File: src/csr_pkg.sv
/*
  Package for the charger state and fault status register: command code,
  bit positions, reset value, carrier structs.
  Assumes a surrounding SMBus slave that decodes transactions into
  single-cycle read and write strobes with a command code and a 16-bit word.
*/
package csr_pkg;

  localparam logic [7:0] CSR_CMD_STATUS = 8'h20;
  localparam logic [15:0] CSR_STATUS_RESET = 16'h0000;
  localparam int CSR_REG_WIDTH = 16;

  // Bit positions
  localparam int CSR_BIT_INPUT_PRESENT = 15;
  localparam int CSR_BIT_OPT_COMPLETE = 14;
  localparam int CSR_BIT_SUPPLEMENT = 13;
  localparam int CSR_BIT_VOLT_REG = 12;
  localparam int CSR_BIT_CURR_REG = 11;
  localparam int CSR_BIT_FAST_CHARGE = 10;
  localparam int CSR_BIT_PRECHARGE = 9;
  localparam int CSR_BIT_BUS_SUPPLY = 8;
  localparam int CSR_BIT_IN_OV = 7;
  localparam int CSR_BIT_BAT_OC = 6;
  localparam int CSR_BIT_IN_OC = 5;
  localparam int CSR_BIT_SYS_OV = 4;
  localparam int CSR_BIT_SYSTEM_SHORT_FAULT = 3;
  localparam int CSR_BIT_LATCHOFF = 2;
  localparam int CSR_BIT_BUS_OV = 1;
  localparam int CSR_BIT_BUS_UV = 0;

  // Read-to-clear faults, ordered low to high as bits 0,1,2,5,6,7
  localparam int CSR_RC_COUNT = 6;

  // Consecutive failed restarts before the short latch sets
  localparam int CSR_SHORT_RETRY_LIMIT = 7;
  localparam int CSR_RETRY_WIDTH = 3;

  // Live state from the converter control
  typedef struct packed {
    logic input_present_flag;
    logic optimizer_complete_flag;
    logic supplement_mode_flag;
    logic input_voltage_limit_loop;
    logic bus_output_regulating;
    logic input_current_limit_loop;
    logic fast_charge_flag;
    logic precharge_flag;
    logic bus_supply_flag;
  } csr_state_type;

  // Fault conditions, level while present
  typedef struct packed {
    logic input_overvoltage_fault;
    logic battery_overcurrent_fault;
    logic input_overcurrent_fault;
    logic system_overvoltage;
    logic latchoff_fault;
    logic bus_supply_overvoltage_fault;
    logic bus_supply_undervoltage_fault;
  } csr_fault_type;

  // Host access strobes, one cycle each
  typedef struct packed {
    logic rd;
    logic wr;
    logic [7:0] cmd;
    logic [15:0] wdata;
  } csr_host_type;

endpackage

File: src/csr_rc_flag.sv
/*
  One sticky fault flag cleared by a host read.
  Assumes fault_in is a level held while the fault is present.
*/
module csr_rc_flag
(
  // Clock and reset
  input wire logic clk_sys_in,
  input wire logic rst_in,
  // Fault and clearing
  input wire logic fault_in,
  input wire logic read_clear_in,
  // Flag
  output logic flag_out
);

  logic flag_reg;

  // Present fault keeps the flag set, even against a read
  always_ff @(posedge clk_sys_in)
  begin
    if (rst_in)
    begin
      flag_reg <= 1'b0;
    end
    else if (fault_in)
    begin
      flag_reg <= 1'b1;
    end
    else if (read_clear_in)
    begin
      flag_reg <= 1'b0;
    end
  end

  assign flag_out = flag_reg;

endmodule // csr_rc_flag

File: src/csr_status.sv
/*
  Charger state and fault status register, SMBus command 0x20.
  Holds live state bits, read-to-clear fault latches, the system
  over-voltage latch with converter disable, and the system short latch
  with its hiccup retry counter.
  Assumes an SMBus slave outside that presents one-cycle read and write
  strobes, and converter control that supplies state and fault levels.
*/
// Behaviour
// RULE1 - Bit 15 shows whether an input source is present.
// RULE2 - Bit 14 shows the input current optimizer finished successfully.
// RULE3 - Bit 13 shows minimum-voltage active protection mode; read-only.
// RULE4 - Bit 12 shows input voltage loop, or bus output regulation in supply mode.
// RULE5 - Bit 11 shows the input current limit loop is regulating.
// RULE6 - Bit 10 shows the fast charge phase.
// RULE7 - Bit 9 shows the pre-charge phase.
// RULE8 - Bit 8 shows the battery supplies the USB bus.
// RULE9 - Input over-voltage latches bit 7; read clears it once gone.
// RULE10 - Battery over-current latches bit 6; read clears it once gone.
// RULE11 - Input over-current latches bit 5; read clears it once gone.
// RULE12 - System over-voltage sets bit 4 and holds the converter disabled.
// RULE13 - Writing 0 to bit 4 or adapter removal clears the latch.
// RULE14 - With hiccup enabled, seven consecutive failed restarts latch bit 3.
// RULE15 - Only writing 0 clears bit 3; reads leave it.
// RULE16 - Forced latch-off fault latches bit 2; read clears it once gone.
// RULE17 - Bus supply over-voltage latches bit 1; read clears it once gone.
// RULE18 - Bus supply under-voltage latches bit 0; read clears it once gone.
// RULE19 - Register sits at command 0x20 and resets to zero.
// RULE20 - Writes to read-only and read-clear bits are ignored; present faults survive reads.

module csr_status
  import csr_pkg::*;
#(
  parameter int RETRY_LIMIT = csr_pkg::CSR_SHORT_RETRY_LIMIT
)
(
  // Clock and reset
  input wire logic clk_sys_in,
  input wire logic rst_in,
  // Host access
  input wire csr_pkg::csr_host_type host_in,
  output logic [15:0] rdata_out,
  output logic rvalid_out,
  // Converter state and faults
  input wire csr_pkg::csr_state_type state_in,
  input wire csr_pkg::csr_fault_type fault_in,
  input wire logic adapter_removed_in,
  // System short hiccup
  input wire logic short_hiccup_disable_in,
  input wire logic restart_fail_in,
  input wire logic restart_ok_in,
  // Converter control
  output logic converter_disable_out
);

  import csr_pkg::*;

  function automatic logic hit(input csr_host_type h);
    hit = (h.cmd == CSR_CMD_STATUS);
  endfunction

  logic read_hit;
  logic write_hit;
  logic [15:0] live_word;
  logic [CSR_RC_COUNT-1:0] rc_fault;
  logic [CSR_RC_COUNT-1:0] rc_flag;
  logic [7:0] state_reg;
  logic sys_ov_reg;
  logic short_reg;
  logic [CSR_RETRY_WIDTH:0] retry_reg;
  logic [15:0] rdata_reg;
  logic rvalid_reg;
  logic conv_dis_reg;

  assign read_hit = host_in.rd && hit(host_in); // RULE19
  assign write_hit = host_in.wr && hit(host_in); // RULE19

  // Live state sampled once so a read sees a coherent word
  always_ff @(posedge clk_sys_in)
  begin
    if (rst_in)
    begin
      state_reg <= CSR_STATUS_RESET[15:8]; // RULE19
    end
    else
    begin
      state_reg[7] <= state_in.input_present_flag; // RULE1
      state_reg[6] <= state_in.optimizer_complete_flag; // RULE2
      state_reg[5] <= state_in.supplement_mode_flag; // RULE3
      state_reg[4] <= state_in.bus_supply_flag ? state_in.bus_output_regulating
        : state_in.input_voltage_limit_loop; // RULE4
      state_reg[3] <= state_in.input_current_limit_loop; // RULE5
      state_reg[2] <= state_in.fast_charge_flag; // RULE6
      state_reg[1] <= state_in.precharge_flag; // RULE7
      state_reg[0] <= state_in.bus_supply_flag; // RULE8
    end
  end

  assign rc_fault = {fault_in.input_overvoltage_fault, // RULE9
                     fault_in.battery_overcurrent_fault, // RULE10
                     fault_in.input_overcurrent_fault, // RULE11
                     fault_in.latchoff_fault, // RULE16
                     fault_in.bus_supply_overvoltage_fault, // RULE17
                     fault_in.bus_supply_undervoltage_fault}; // RULE18

  // Flags clear on the read that returns them once the fault is gone, so the host then sees the 1 once
  genvar gi;
  generate
    for (gi = 0; gi < CSR_RC_COUNT; gi++)
    begin : g_rc
      csr_rc_flag u_flag
      (
        .clk_sys_in(clk_sys_in),
        .rst_in(rst_in),
        .fault_in(rc_fault[gi]),
        .read_clear_in(read_hit), // RULE20
        .flag_out(rc_flag[gi])
      );
    end
  endgenerate

  // Set wins over a clearing write while the over-voltage persists
  always_ff @(posedge clk_sys_in)
  begin
    if (rst_in)
    begin
      sys_ov_reg <= CSR_STATUS_RESET[CSR_BIT_SYS_OV];
    end
    else if (fault_in.system_overvoltage)
    begin
      sys_ov_reg <= 1'b1; // RULE12
    end
    else if (adapter_removed_in || (write_hit && !host_in.wdata[CSR_BIT_SYS_OV]))
    begin
      sys_ov_reg <= 1'b0; // RULE13
    end
  end

  // Converter held off for as long as the latch stands
  always_ff @(posedge clk_sys_in)
  begin
    if (rst_in)
    begin
      conv_dis_reg <= 1'b0;
    end
    else
    begin
      conv_dis_reg <= fault_in.system_overvoltage || sys_ov_reg; // RULE12
    end
  end

  // Counts consecutive failed restarts; a good restart breaks the run
  always_ff @(posedge clk_sys_in)
  begin
    if (rst_in)
    begin
      retry_reg <= '0;
    end
    else if (short_hiccup_disable_in || restart_ok_in || short_reg)
    begin
      retry_reg <= '0;
    end
    else if (restart_fail_in)
    begin
      retry_reg <= retry_reg + 1'b1; // RULE14
    end
  end

  always_ff @(posedge clk_sys_in)
  begin
    if (rst_in)
    begin
      short_reg <= CSR_STATUS_RESET[CSR_BIT_SYSTEM_SHORT_FAULT];
    end
    else if (!short_hiccup_disable_in && restart_fail_in &&
             (retry_reg == (CSR_RETRY_WIDTH+1)'(RETRY_LIMIT - 1)))
    begin
      short_reg <= 1'b1; // RULE14
    end
    else if (write_hit && !host_in.wdata[CSR_BIT_SYSTEM_SHORT_FAULT])
    begin
      short_reg <= 1'b0; // RULE15
    end
  end

  always_comb
  begin
    live_word = {state_reg, rc_flag[5:3], sys_ov_reg, short_reg, rc_flag[2:0]};
  end

  // Read data registered; one cycle after the strobe
  always_ff @(posedge clk_sys_in)
  begin
    if (rst_in)
    begin
      rdata_reg <= CSR_STATUS_RESET;
      rvalid_reg <= 1'b0;
    end
    else
    begin
      rvalid_reg <= read_hit;
      if (read_hit)
      begin
        rdata_reg <= live_word;
      end
    end
  end

  assign rdata_out = rdata_reg;
  assign rvalid_out = rvalid_reg;
  assign converter_disable_out = conv_dis_reg;

endmodule // csr_status

File: config.mk
export PLATFORM = sky130hd
export DESIGN_NAME = csr_status
export DESIGN_NICKNAME = d
export VERILOG_FILES = /design/src/csr_pkg.sv /design/src/csr_rc_flag.sv /design/src/csr_status.sv
export SDC_FILE = /design/constraint.sdc
export NUM_CORES = 1
export LEC_CHECK = 0
export ABC_AREA = 1
export ABC_CLOCK_PERIOD_IN_PS = 1900
export BUFFER_PORTS_ARGS = -buffer_cell sky130_fd_sc_hd__buf_2
export CORE_ASPECT_RATIO = 0.5
export CORE_UTILIZATION = 51
export CTS_BUF_LIST = sky130_fd_sc_hd__clkbuf_4
export DETAILED_ROUTE_END_ITERATION = 7
export PLACE_DENSITY = 0.93
export SYNTH_ARGS = -nofsm -noshare
export SYNTH_HDL_FRONTEND = slang
export SYNTH_SLANG_ARGS = --single-unit
File: constraint.sdc
create_clock -name clk_sys_in -period 1.9 [get_ports clk_sys_in]
set_input_delay 0.095 -clock clk_sys_in [delete_from_list [all_inputs] [get_ports clk_sys_in]]
set_output_delay 0.095 -clock clk_sys_in [all_outputs]
set_load 0.05 [all_outputs]
**Word-level counts from Yosys, hierarchy flattened**

Index checks and enable logic that the tools add are counted.

- Register bits: 38
- Latch bits: 0
- RAM bits: 0
- ROM bits: 0
- Input bits: 48
- Output and inout bits: 18
- Logic and storage cells: 50
- Memories kept: 0

- $add $sub $neg: 1
- $mul: 0
- Div/mod/pow operators: 0
- Order comparisons: 0
- Equality and inequality tests: 2
- Shift operators: 0
- Multiplexer cells: 12
- Bitwise logic cells: 0
- Reductions and logical operators: 22

Operators by type and width:

| cell | count |
|---|---|
| $reduce_bool A2 Y1 | 8 |
| $mux W1 | 12 |
| $eq A8 B6 Y1 const B | 1 |
| $logic_and A1 B1 Y1 | 6 |
| $add A4 B1 Y4 const B | 1 |
| $eq A4 B3 Y1 const B | 1 |
| $logic_or A1 B1 Y1 | 4 |
| $logic_not A1 Y1 | 3 |
| $reduce_or A2 Y1 | 1 |

**Longest topological paths before layout**

Gate-level depths: netlist (run 1).

- Depth after elaboration: 6
- Gate-level depth with buffers: 9
- Gate-level depth less buffers: 8

**Cells and area by module**

From an unflattened synthesis (run 1), not the netlist that was laid out.

- Cells, all modules: 178
- Area total of the unflattened synthesis: 1417.6 µm²

Modules (own cells, without submodules):

| module | instances | cells each | area an instance (µm²) | seq. area each (µm²) |
|---|---|---|---|---|
| csr_status | 1 | 148 | 1177.4 | 640.6 |
| csr_rc_flag | 6 | 5 | 40.0 | 20.0 |

**Worst setup path before layout (run 1)**

No wires, ideal clock.

- Kind: reg-to-reg
- From: register retry_reg[0]
- To: register retry_reg[1]
- Library setup time: 0.070 ns
- Arrival time: 1.046 ns
- Required time: 1.830 ns
- Setup slack: 0.784 ns
- Cell stages (with the launch flop): 5
- Buffers on the path: 0
- Period minus slack after synthesis: 1.116 ns
- Cell sequence: dfxtp_1 inv_1 ha_1 or2_2 a21oi_1

- Longest elaborated chain between the ends: 1

Ends and longest elaborated chain:

| element | RTL line | source |
|---|---|---|
| start, declared | csr_status.sv:70 | `logic [CSR_RETRY_WIDTH:0] retry_reg;` |
| start signal, assigned | csr_status.sv:165 | `retry_reg <= retry_reg + 1'b1;` |
| $add A4 B1 Y4 | csr_status.sv:165 |  |

No other way between the ends.
A chain may end at the register's enable or synchronous reset.

**Final worst setup path (run 1)**

Ends and elaborated chain as after synthesis.

==> results.toml, run 1 <==
[timing]
finalCriticalPeriod_ps = 1210
relSlewSlack = 0.661
tightest_slew_ps = 507
fmax_mhz = 823
final.setup_skew_ps = 7.71
min_period_over_period = 0.639
final-setup-viol-count = 0
hold_viol_final = 0
final-max-slew-violation-count = 0
fin_setup_tns_ps = 0
rsz0062_at_grt = "false"

[grt]
grt_overflow_total = 0
grt_max_degree = 19
antenna_found_initial = 0
first_global_vias = 1269
grt_usage = 0.271
grt_pass1_wl_um = 5710

[clocking]
clkSinkCount = 38
clockBufferDepth = 2
cts_resized = 0
clk_pin_slew_ps = 110
cts-root-buf = "clkbuf_4"
cts_tree = "done"
cts-buffers-inserted = 5
insertion_delay_ps = 350
htreeDepth = 2

[setup_path]
end_kind = "register"
path_cells = "inv_1, ha_1, or2_2, a21oi_1"
start_kind = "register"
crit_arrival_ps = 1500
critPathTopFamily = "flip-flops"
required_ps = 2180
slowest_stage = "dfxtp_1"
cp_max_fo = 3
critPathMaxStageDelay_ps = 370
cp.buffers_inverters = 1
crit_type = "register to register"

[hold_path]
hp-class = "primary input to register"

[drt]
vias_per_cell = 5.10
postRouteAntennaNets = 0
wl_per_cell_um = 13.0
drtPass1Iterations = 4
drt_iter0_drc = 122
wirelength_um = 3650
drc = 0
vias = 1429

[pwr]
power_mw = 1.38
leakagePower_nw = 0.886
cellPowerDensity_mw_per_mm2 = 744
vdd_drop_max_mv = 0.354

[placed_design]
numPortBuffers = 51
hpwl_um = 1940
gp_congestion = 0.869

[synthesis]
synth_area_per_cell_sq_um = 7.88
synth-edff-count = 0
netlist.area_leader.share = 0.545
yosys-top-cells-area = "dfxtp_1 55%, nor2_1 16%, a21oi_1 4.3%, o21ai_0 4.3%, inv_1 4.0%"
yosysMostFrequentCell = "nor2_1"
syn_inst = 177
syn_area_sq_mm = 0.00140
ys.flop_type = "dfxtp_1"
yosys_warnings = 0
yosysSeqAreaShare = 0.545
synth_fp_nets = 227
synth_top_cells_by_count = "61 x nor2_1, 38 x dfxtp_1, 15 x inv_1"
synth.distinct_cells = 23
ys_ff_latch = 38
yosys.area.top_type = "dfxtp_1"
synth-async-reset-ratio = 0

[floorplanning]
die-area_sq_mm = 0.00296
core-area_sq_mm = 0.00239
initial_core_util = 0.584
pin_count = 66
num_rows = 12
die_y_um = 39.0
die_x_um = 76.0

[cells_and_area]
syn2layout_area_growth_pct = 32.6
diodes = 0
largest_register_ffs = 16
nNetsFinal = 294
final_layout_size_suffix_gt1_frac = 0.269

[status]
status = "completed"

[run]
drv_cap = 0
power by group:
part           total [mW]  internal [mW]  leakage [nW]  switching, mW
logic               0.133         0.0642         0.546         0.0692
registers           0.828          0.819         0.311        0.00896
clock network       0.415          0.138        0.0286          0.277
total                1.38           1.02         0.886          0.355
worst register-to-register path, stage by stage, from the launching register on:
cell	delay, ps
dfxtp_1	370
inv_1	70
ha_1	290
or2_2	290
a21oi_1	130
cell families (layout without fill, tap and decap cells):
logic type	Yosys count	count (layout)	share of synthesized area
buffers and inverters	22	90	0.0762
and+or+nand+nor	85	85	0.251
AOI/OAI and AO/OA	30	30	0.109
adders and majority gates	2	2	0.0179
DFF	38	38	0.545
path summary, 6_finish.rpt:
check,startpoint,end,slack (ps),depth (start not counted)
hold / removal,fault_in[3],sys_ov_reg,2,3
hold reg to reg,state_reg[0],rdata_out[8],480,2
setup reg to reg,retry_reg[0],retry_reg[1],690,4
setup / recovery,retry_reg[0],retry_reg[1],690,4
per-stage QoR:
step	worst slack (ps)	util	std cells	hold slack, ps	instance area [sq um]
floorplan	784	-	177	202	1400
global placement	709	0.694	258	299	1660
detailed placement	637	0.694	258	301	1660
CTS	680	0.775	280	3.07	1850
global route	643	0.775	280	7.37	1850
finish	686	0.775	280	2.21	1850
metal layers:
metal / share of wire / wire (um) / vias to the layer above / GRT usage
li1: - / - / 685 / -
met1: 0.39 / 1410 / 650 / 0.282
met2: 0.49 / 1800 / 75 / 0.525
met3: 0.078 / 285 / 19 / 0.0635
met4: 0.041 / 151 / 0 / 0.188
met5: 0 / 0 / - / 0
area by class of cell:
class | instances | area (sq um)
clock buffer | 5 | 37.5
clock inverter | 3 | 16.3
fill | 153 | 537
inverter | 17 | 68.8
multi-input combinational | 117 | 528
sequential | 38 | 761
tap | 35 | 43.8
timing repair buffer | 65 | 395
cell usage in the layout, fill, tap and decap left out:
cell type,count
a21oi_1,12
buf_2,51
clkbuf_4,5
clkinv_1,1
clkinv_2,1
clkinvlp_4,1
dfxtp_1,38
dlygate4sd3_1,14
ha_1,2
inv_1,15
inv_2,1
inv_6,1
nand2_1,13
nand2_2,1
nand2_4,1
nand3_1,3
nor2_1,61
nor2_2,2
nor2_4,1
nor3_1,2
o21a_1,1
o21ai_0,12
o21ai_1,5
or2_2,1
timing repair:
item | 4_1_cts | 5_1_grt
endpoints found under the hold margin | 14 | 0
setup buffers | 0 | 0
hold buffers | 14 | 0
endpoints found under the setup margin | 0 | 0
Power figures use the tool's default switching activity.
==> inputs of run 2 (changes only) <==
ABC_CLOCK_PERIOD_IN_PS = 1150   (was 1900)
CORE_UTILIZATION = 47   (was 51)
PLACE_DENSITY = 0.87   (was 0.93)
clock period = 1.15 ns   (was 1.9 ns; I/O delays follow)
==> run 2 against run 1 <==
Effect of this change: combinational power increased by 77%; critical endpoint unchanged; die area rose by 8.2%; worst setup slack got worse by 630 ps; highest routed layer unchanged; count of clock-buffer cells in the layout did not move; design area is 5.3% higher; critical path depth is the same; cell count grew 3.2%; maximum frequency increased by 11%; via count decreased by 2.7%; first-iteration DRC count is 70% lower.
==> results.toml, run 2 (synthesis results as in run 1) <==
[setup_path]
end_kind = "register"
required_ps = 1450
path_cells = "inv_1, ha_1, or2_4, a21oi_2"
cp_max_fo = 2
cp.buffers_inverters = 1
critPathMaxStageDelay_ps = 340
r2r_start = "retry_reg[0]"
crit_path_start = "retry_reg[0]"
slowest_stage = "dfxtp_2"
crit_type = "register to register"
start_kind = "register"
critPathTopFamily = "flip-flops"
crit_arrival_ps = 1390

[clocking]
cts-root-buf = "clkbuf_4"
clockBufferDepth = 2
htreeDepth = 2
clk_pin_slew_ps = 120
insertion_delay_ps = 360
cts_tree = "done"
cts_setup_buffers = 0
cts-buffers-inserted = 5
clkSinkCount = 38

[timing]
tightest_slew_ps = 256
relSlewSlack = 0.831
hold_viol_final = 0
fin_setup_tns_ps = 0
final.setup_skew_ps = 12.7
final-setup-viol-count = 0
min_period_over_period = 0.951
final-max-slew-violation-count = 0
rsz0062_at_grt = "false"
whs_ps = 11.5
finalCriticalPeriod_ps = 1090
fmax_mhz = 914

[floorplanning]
core-area_sq_mm = 0.00270
die-area_sq_mm = 0.00320
die_y_um = 40.5
num_rows = 13
die_x_um = 79.1
pin_count = 66
initial_core_util = 0.517

[grt]
grt_util_met2 = 0.420
gr-max-usage-layer = "met2"
grt_usage = 0.228
first_global_vias = 1236
antenna_found_initial = 0
use_met1 = 0.253
grt_max_degree = 18
use_met3 = 0.0614
grt_overflow_total = 0
grt_pass1_wl_um = 5210

[cells_and_area]
n_fill_cell = 200
nNetsFinal = 301
syn2layout_area_growth_pct = 39.7
post-route-util = 0.722
diodes = 0
mostFrequentLayoutCells = "61 x nor2_1, 51 x buf_2, 37 x dfxtp_1"
final_layout_size_suffix_gt1_frac = 0.290
largest_register_ffs = 16
final_common_cell = "nor2_1"
final_cells = 289

[placed_design]
gp_congestion = 0.929
dp.cells = 264
numPortBuffers = 51
hpwl_um = 2020

[drt]
drt_iter0_drc = 36
wirelength_um = 3440
postRouteAntennaNets = 0
vias = 1390
vias_per_cell = 4.81
wl_per_cell_um = 11.9
drtPass1Iterations = 4
drc = 0

[pwr]
leakagePower_nw = 0.928
cellPowerDensity_mw_per_mm2 = 1310
power_mw = 2.55
vdd_drop_max_mv = 0.776

[status]
status = "completed"

[hold_path]
min_from = "short_hiccup_disable_in"
hp-class = "primary input to register"

[run]
drv_cap = 0
[run 2: cell count changes in the layout (fill, tap and decap cells not counted), sizes merged]
cell         previous run  this run
dlygate4sd3            14        17
buf                    51        55
clkinvlp                1         2
bufinv                  0         1
clkinv                  2         0
[run 2: routing by layer]
metal  part of all wire  routed length, um  vias to the layer above
met5                  0                  0                        -
met4              0.022                 76                        0
met3              0.047                163                       11
met2               0.50               1710                       40
met1               0.43               1490                      641
li1                   -                  -                      698
[run 2: worst min-delay path, delay by kind of cell]
kind,cells,cell delay [ps]
simple gates,2,120
compound gates,1,60
buf+inv,1,90
[run 2: area by class of cell]
class	count	area [sq um]	share of cell area
Timing Repair Buffer	72	455	0.234
Sequential cell	38	762	0.391
Clock buffer	5	37.5	0.0193
Tap cell	37	46.3	0.0237
Inverter	17	68.8	0.0353
Clock inverter	3	45.0	0.0231
Multi-Input combinational cell	117	534	0.274
[run 2: final timing paths]
path	cells after the start	to	slack (ps)
min reg2reg	2	rdata_out[14]	490
max	4	retry_reg[1]	60
max reg2reg	4	retry_reg[1]	60
min	4	short_reg	10
[run 2: timing repair]
action / CTS / global route
hold buffers: 17 / 0
hold endpoints to repair: 16 / 0
setup endpoints to repair: 1 / 1
cloned: 0 / 0
resized for setup: 2 / 1
[run 2: stage by stage]
| stage | worst slack (ps) | cell area, sq um |
|---|---|---|
| after global placement | 48.2 | 1690 |
| after global routing | 6.87 | 1950 |
| after floorplan | 33.9 | 1400 |
| final | 55.8 | 1950 |
| after detailed placement | 6.46 | 1690 |
| after CTS | 0.709 | 1950 |
[run 2: report_power, final]
part,switching (mW),total (mW),internal (mW)
clock,0.488,0.944,0.456
combinational,0.115,0.235,0.119
sequential,0.0148,1.37,1.35
total,0.618,2.55,1.93
==> inputs of run 3 (changes only) <==
ABC_CLOCK_PERIOD_IN_PS = 1300   (was 1150)
CORE_UTILIZATION = 51   (was 47)
PLACE_DENSITY = 0.93   (was 0.87)
clock period = 1.3 ns   (was 1.15 ns; I/O delays follow)
==> run 3 against run 2 <==
Effect of this change: flip-flop and latch count unchanged; worst setup slack improved by 21 ps; cell count fell by 1.4%; largest power group unchanged; design area decreased by 2.7%; power fell by 20%; highest routed layer unchanged; clock skew is 8.2 ps lower.
==> results.toml, run 3 (synthesis results as in run 1) <==
[status]
status = "completed"

[timing]
final.setup_skew_ps = 4.44
tightest_slew_ps = 505
fin_setup_tns_ps = 0
final-setup-viol-count = 0
final-max-slew-violation-count = 0
hold_viol_final = 0
finalCriticalPeriod_ps = 1220
min_period_over_period = 0.941
relSlewSlack = 0.662
rsz0062_at_grt = "false"
whs_ps = 40.1
fmax_mhz = 817

[grt]
grt_pass1_wl_um = 6000
antenna_found_initial = 0
grt_max_degree = 19
first_global_vias = 1331
grt_overflow_total = 0
grt_usage = 0.287

[cells_and_area]
fin_area_sq_mm = 0.00190
final_common_cell = "nor2_1"
multiInputGateArea_sq_um = 528
regArea_sq_um = 762
diodes = 0
mostFrequentLayoutCells = "61 x nor2_1, 51 x buf_2, 37 x dfxtp_1"
final_layout_size_suffix_gt1_frac = 0.276
nNetsFinal = 299
largest_register_ffs = 16
n_fill_cell = 144
syn2layout_area_growth_pct = 36.0

[clocking]
htreeDepth = 2
clk_pin_slew_ps = 110
clkSinkCount = 38
cts-root-buf = "clkbuf_4"
cts-buffers-inserted = 5
clockBufferDepth = 2
cts_tree = "done"
insertion_delay_ps = 350

[placed_design]
placed_area_sq_mm = 0.00166
numPortBuffers = 51
hpwl_um = 1930
gp_congestion = 0.886

[floorplanning]
die_x_um = 76.0
die-area_sq_mm = 0.00296
initial_core_util = 0.584
pin_count = 66
num_rows = 12
die_y_um = 39.0
core-area_sq_mm = 0.00239

[drt]
drtPass1Iterations = 5
wl_per_cell_um = 14.0
drc = 0
vias_per_cell = 5.24
vias = 1492
postRouteAntennaNets = 0
drt_iter0_drc = 107
wirelength_um = 3990

[setup_path]
path_cells = "dlygate4sd3_1, buf_2, o21ai_0, nor2_1, dlygate4sd3_1"
r2r_start = "retry_reg[0]"
required_ps = 1560
reg2reg_depth = 4
critPathMaxStageDelay_ps = 540
end_kind = "register"
crit_path_frequent_cell = "dlygate4sd3_1"
slowest_stage = "dlygate4sd3_1"
crit_type = "primary input to register"
r2r_setup_slack_ps = 100
cp_max_fo = 2
start_kind = "primary input"
crit_arrival_ps = 1480
timing.rr.end = "retry_reg[1]"

[run]
drv_cap = 0

[hold_path]
min_from = "restart_fail_in"
min_delay_path_depth = 4
holdPathEnd = "retry_reg[0]"
hp-class = "primary input to register"

[pwr]
cellPowerDensity_mw_per_mm2 = 1070
leakagePower_nw = 0.910
power_mw = 2.03
vdd_drop_max_mv = 0.636
run 3: final cells by class:
| type | count | area share |
|---|---|---|
| flip-flops and latches | 38 | 0.402 |
| well taps | 35 | 0.0231 |
| clock buffers | 5 | 0.0198 |
| repair buffers | 70 | 0.232 |
| inverters | 17 | 0.0363 |
| multi-input cells | 117 | 0.278 |
| clock inverters | 3 | 0.00858 |
run 3: per-stage QoR:
| step | worst slack [ps] | cells | util |
|---|---|---|---|
| floorplan | 184 | 177 | - |
| CTS | 52.5 | 285 | 0.795 |
| global placement | 139 | 259 | 0.697 |
| detailed placement | 64.5 | 259 | 0.697 |
| global route | 30.9 | 285 | 0.795 |
| finish | 76.5 | 285 | 0.795 |
run 3: worst max-delay path: cells and delay by family:
kind	cells	cell delay (ps)
compound gates	1	160
buf+inv	3	1200
simple gates	1	50
run 3: worst max-delay path by stage:
stage	depth (start not counted)	slack, ps	startpoint	end
2_1_floorplan	4	180	retry_reg[0]	retry_reg[1]
3_3_place_gp	7	140	host_in[17]	rdata_out[7]
3_5_place_dp	7	60	host_in[17]	rdata_out[4]
4_1_cts	5	50	sys_ov_reg	sys_ov_reg
5_1_grt	4	30	retry_reg[0]	retry_reg[1]
6_report	5	80	state_in[0]	state_reg[4]
run 3: power by group:
part | internal, mW | switching (mW) | total [mW]
registers | 1.20 | 0.0130 | 1.21
logic | 0.105 | 0.109 | 0.214
clock network | 0.201 | 0.406 | 0.607
total | 1.50 | 0.528 | 2.03
run 3: layer usage:
metal | global-route usage | vias to the layer above | part of all wire
met5 | 0 | - | 0
met3 | 0.0918 | 29 | 0.10
met1 | 0.285 | 669 | 0.36
met4 | 0.192 | 0 | 0.054
li1 | - | 694 | -
met2 | 0.557 | 100 | 0.48
run 3: what timing repair did:
action	4_1_cts	5_1_grt
hold buffers	18	0
setup buffers	0	1
setup endpoints to repair	0	1
endpoints found under the hold margin	16	0
resized for setup	0	1
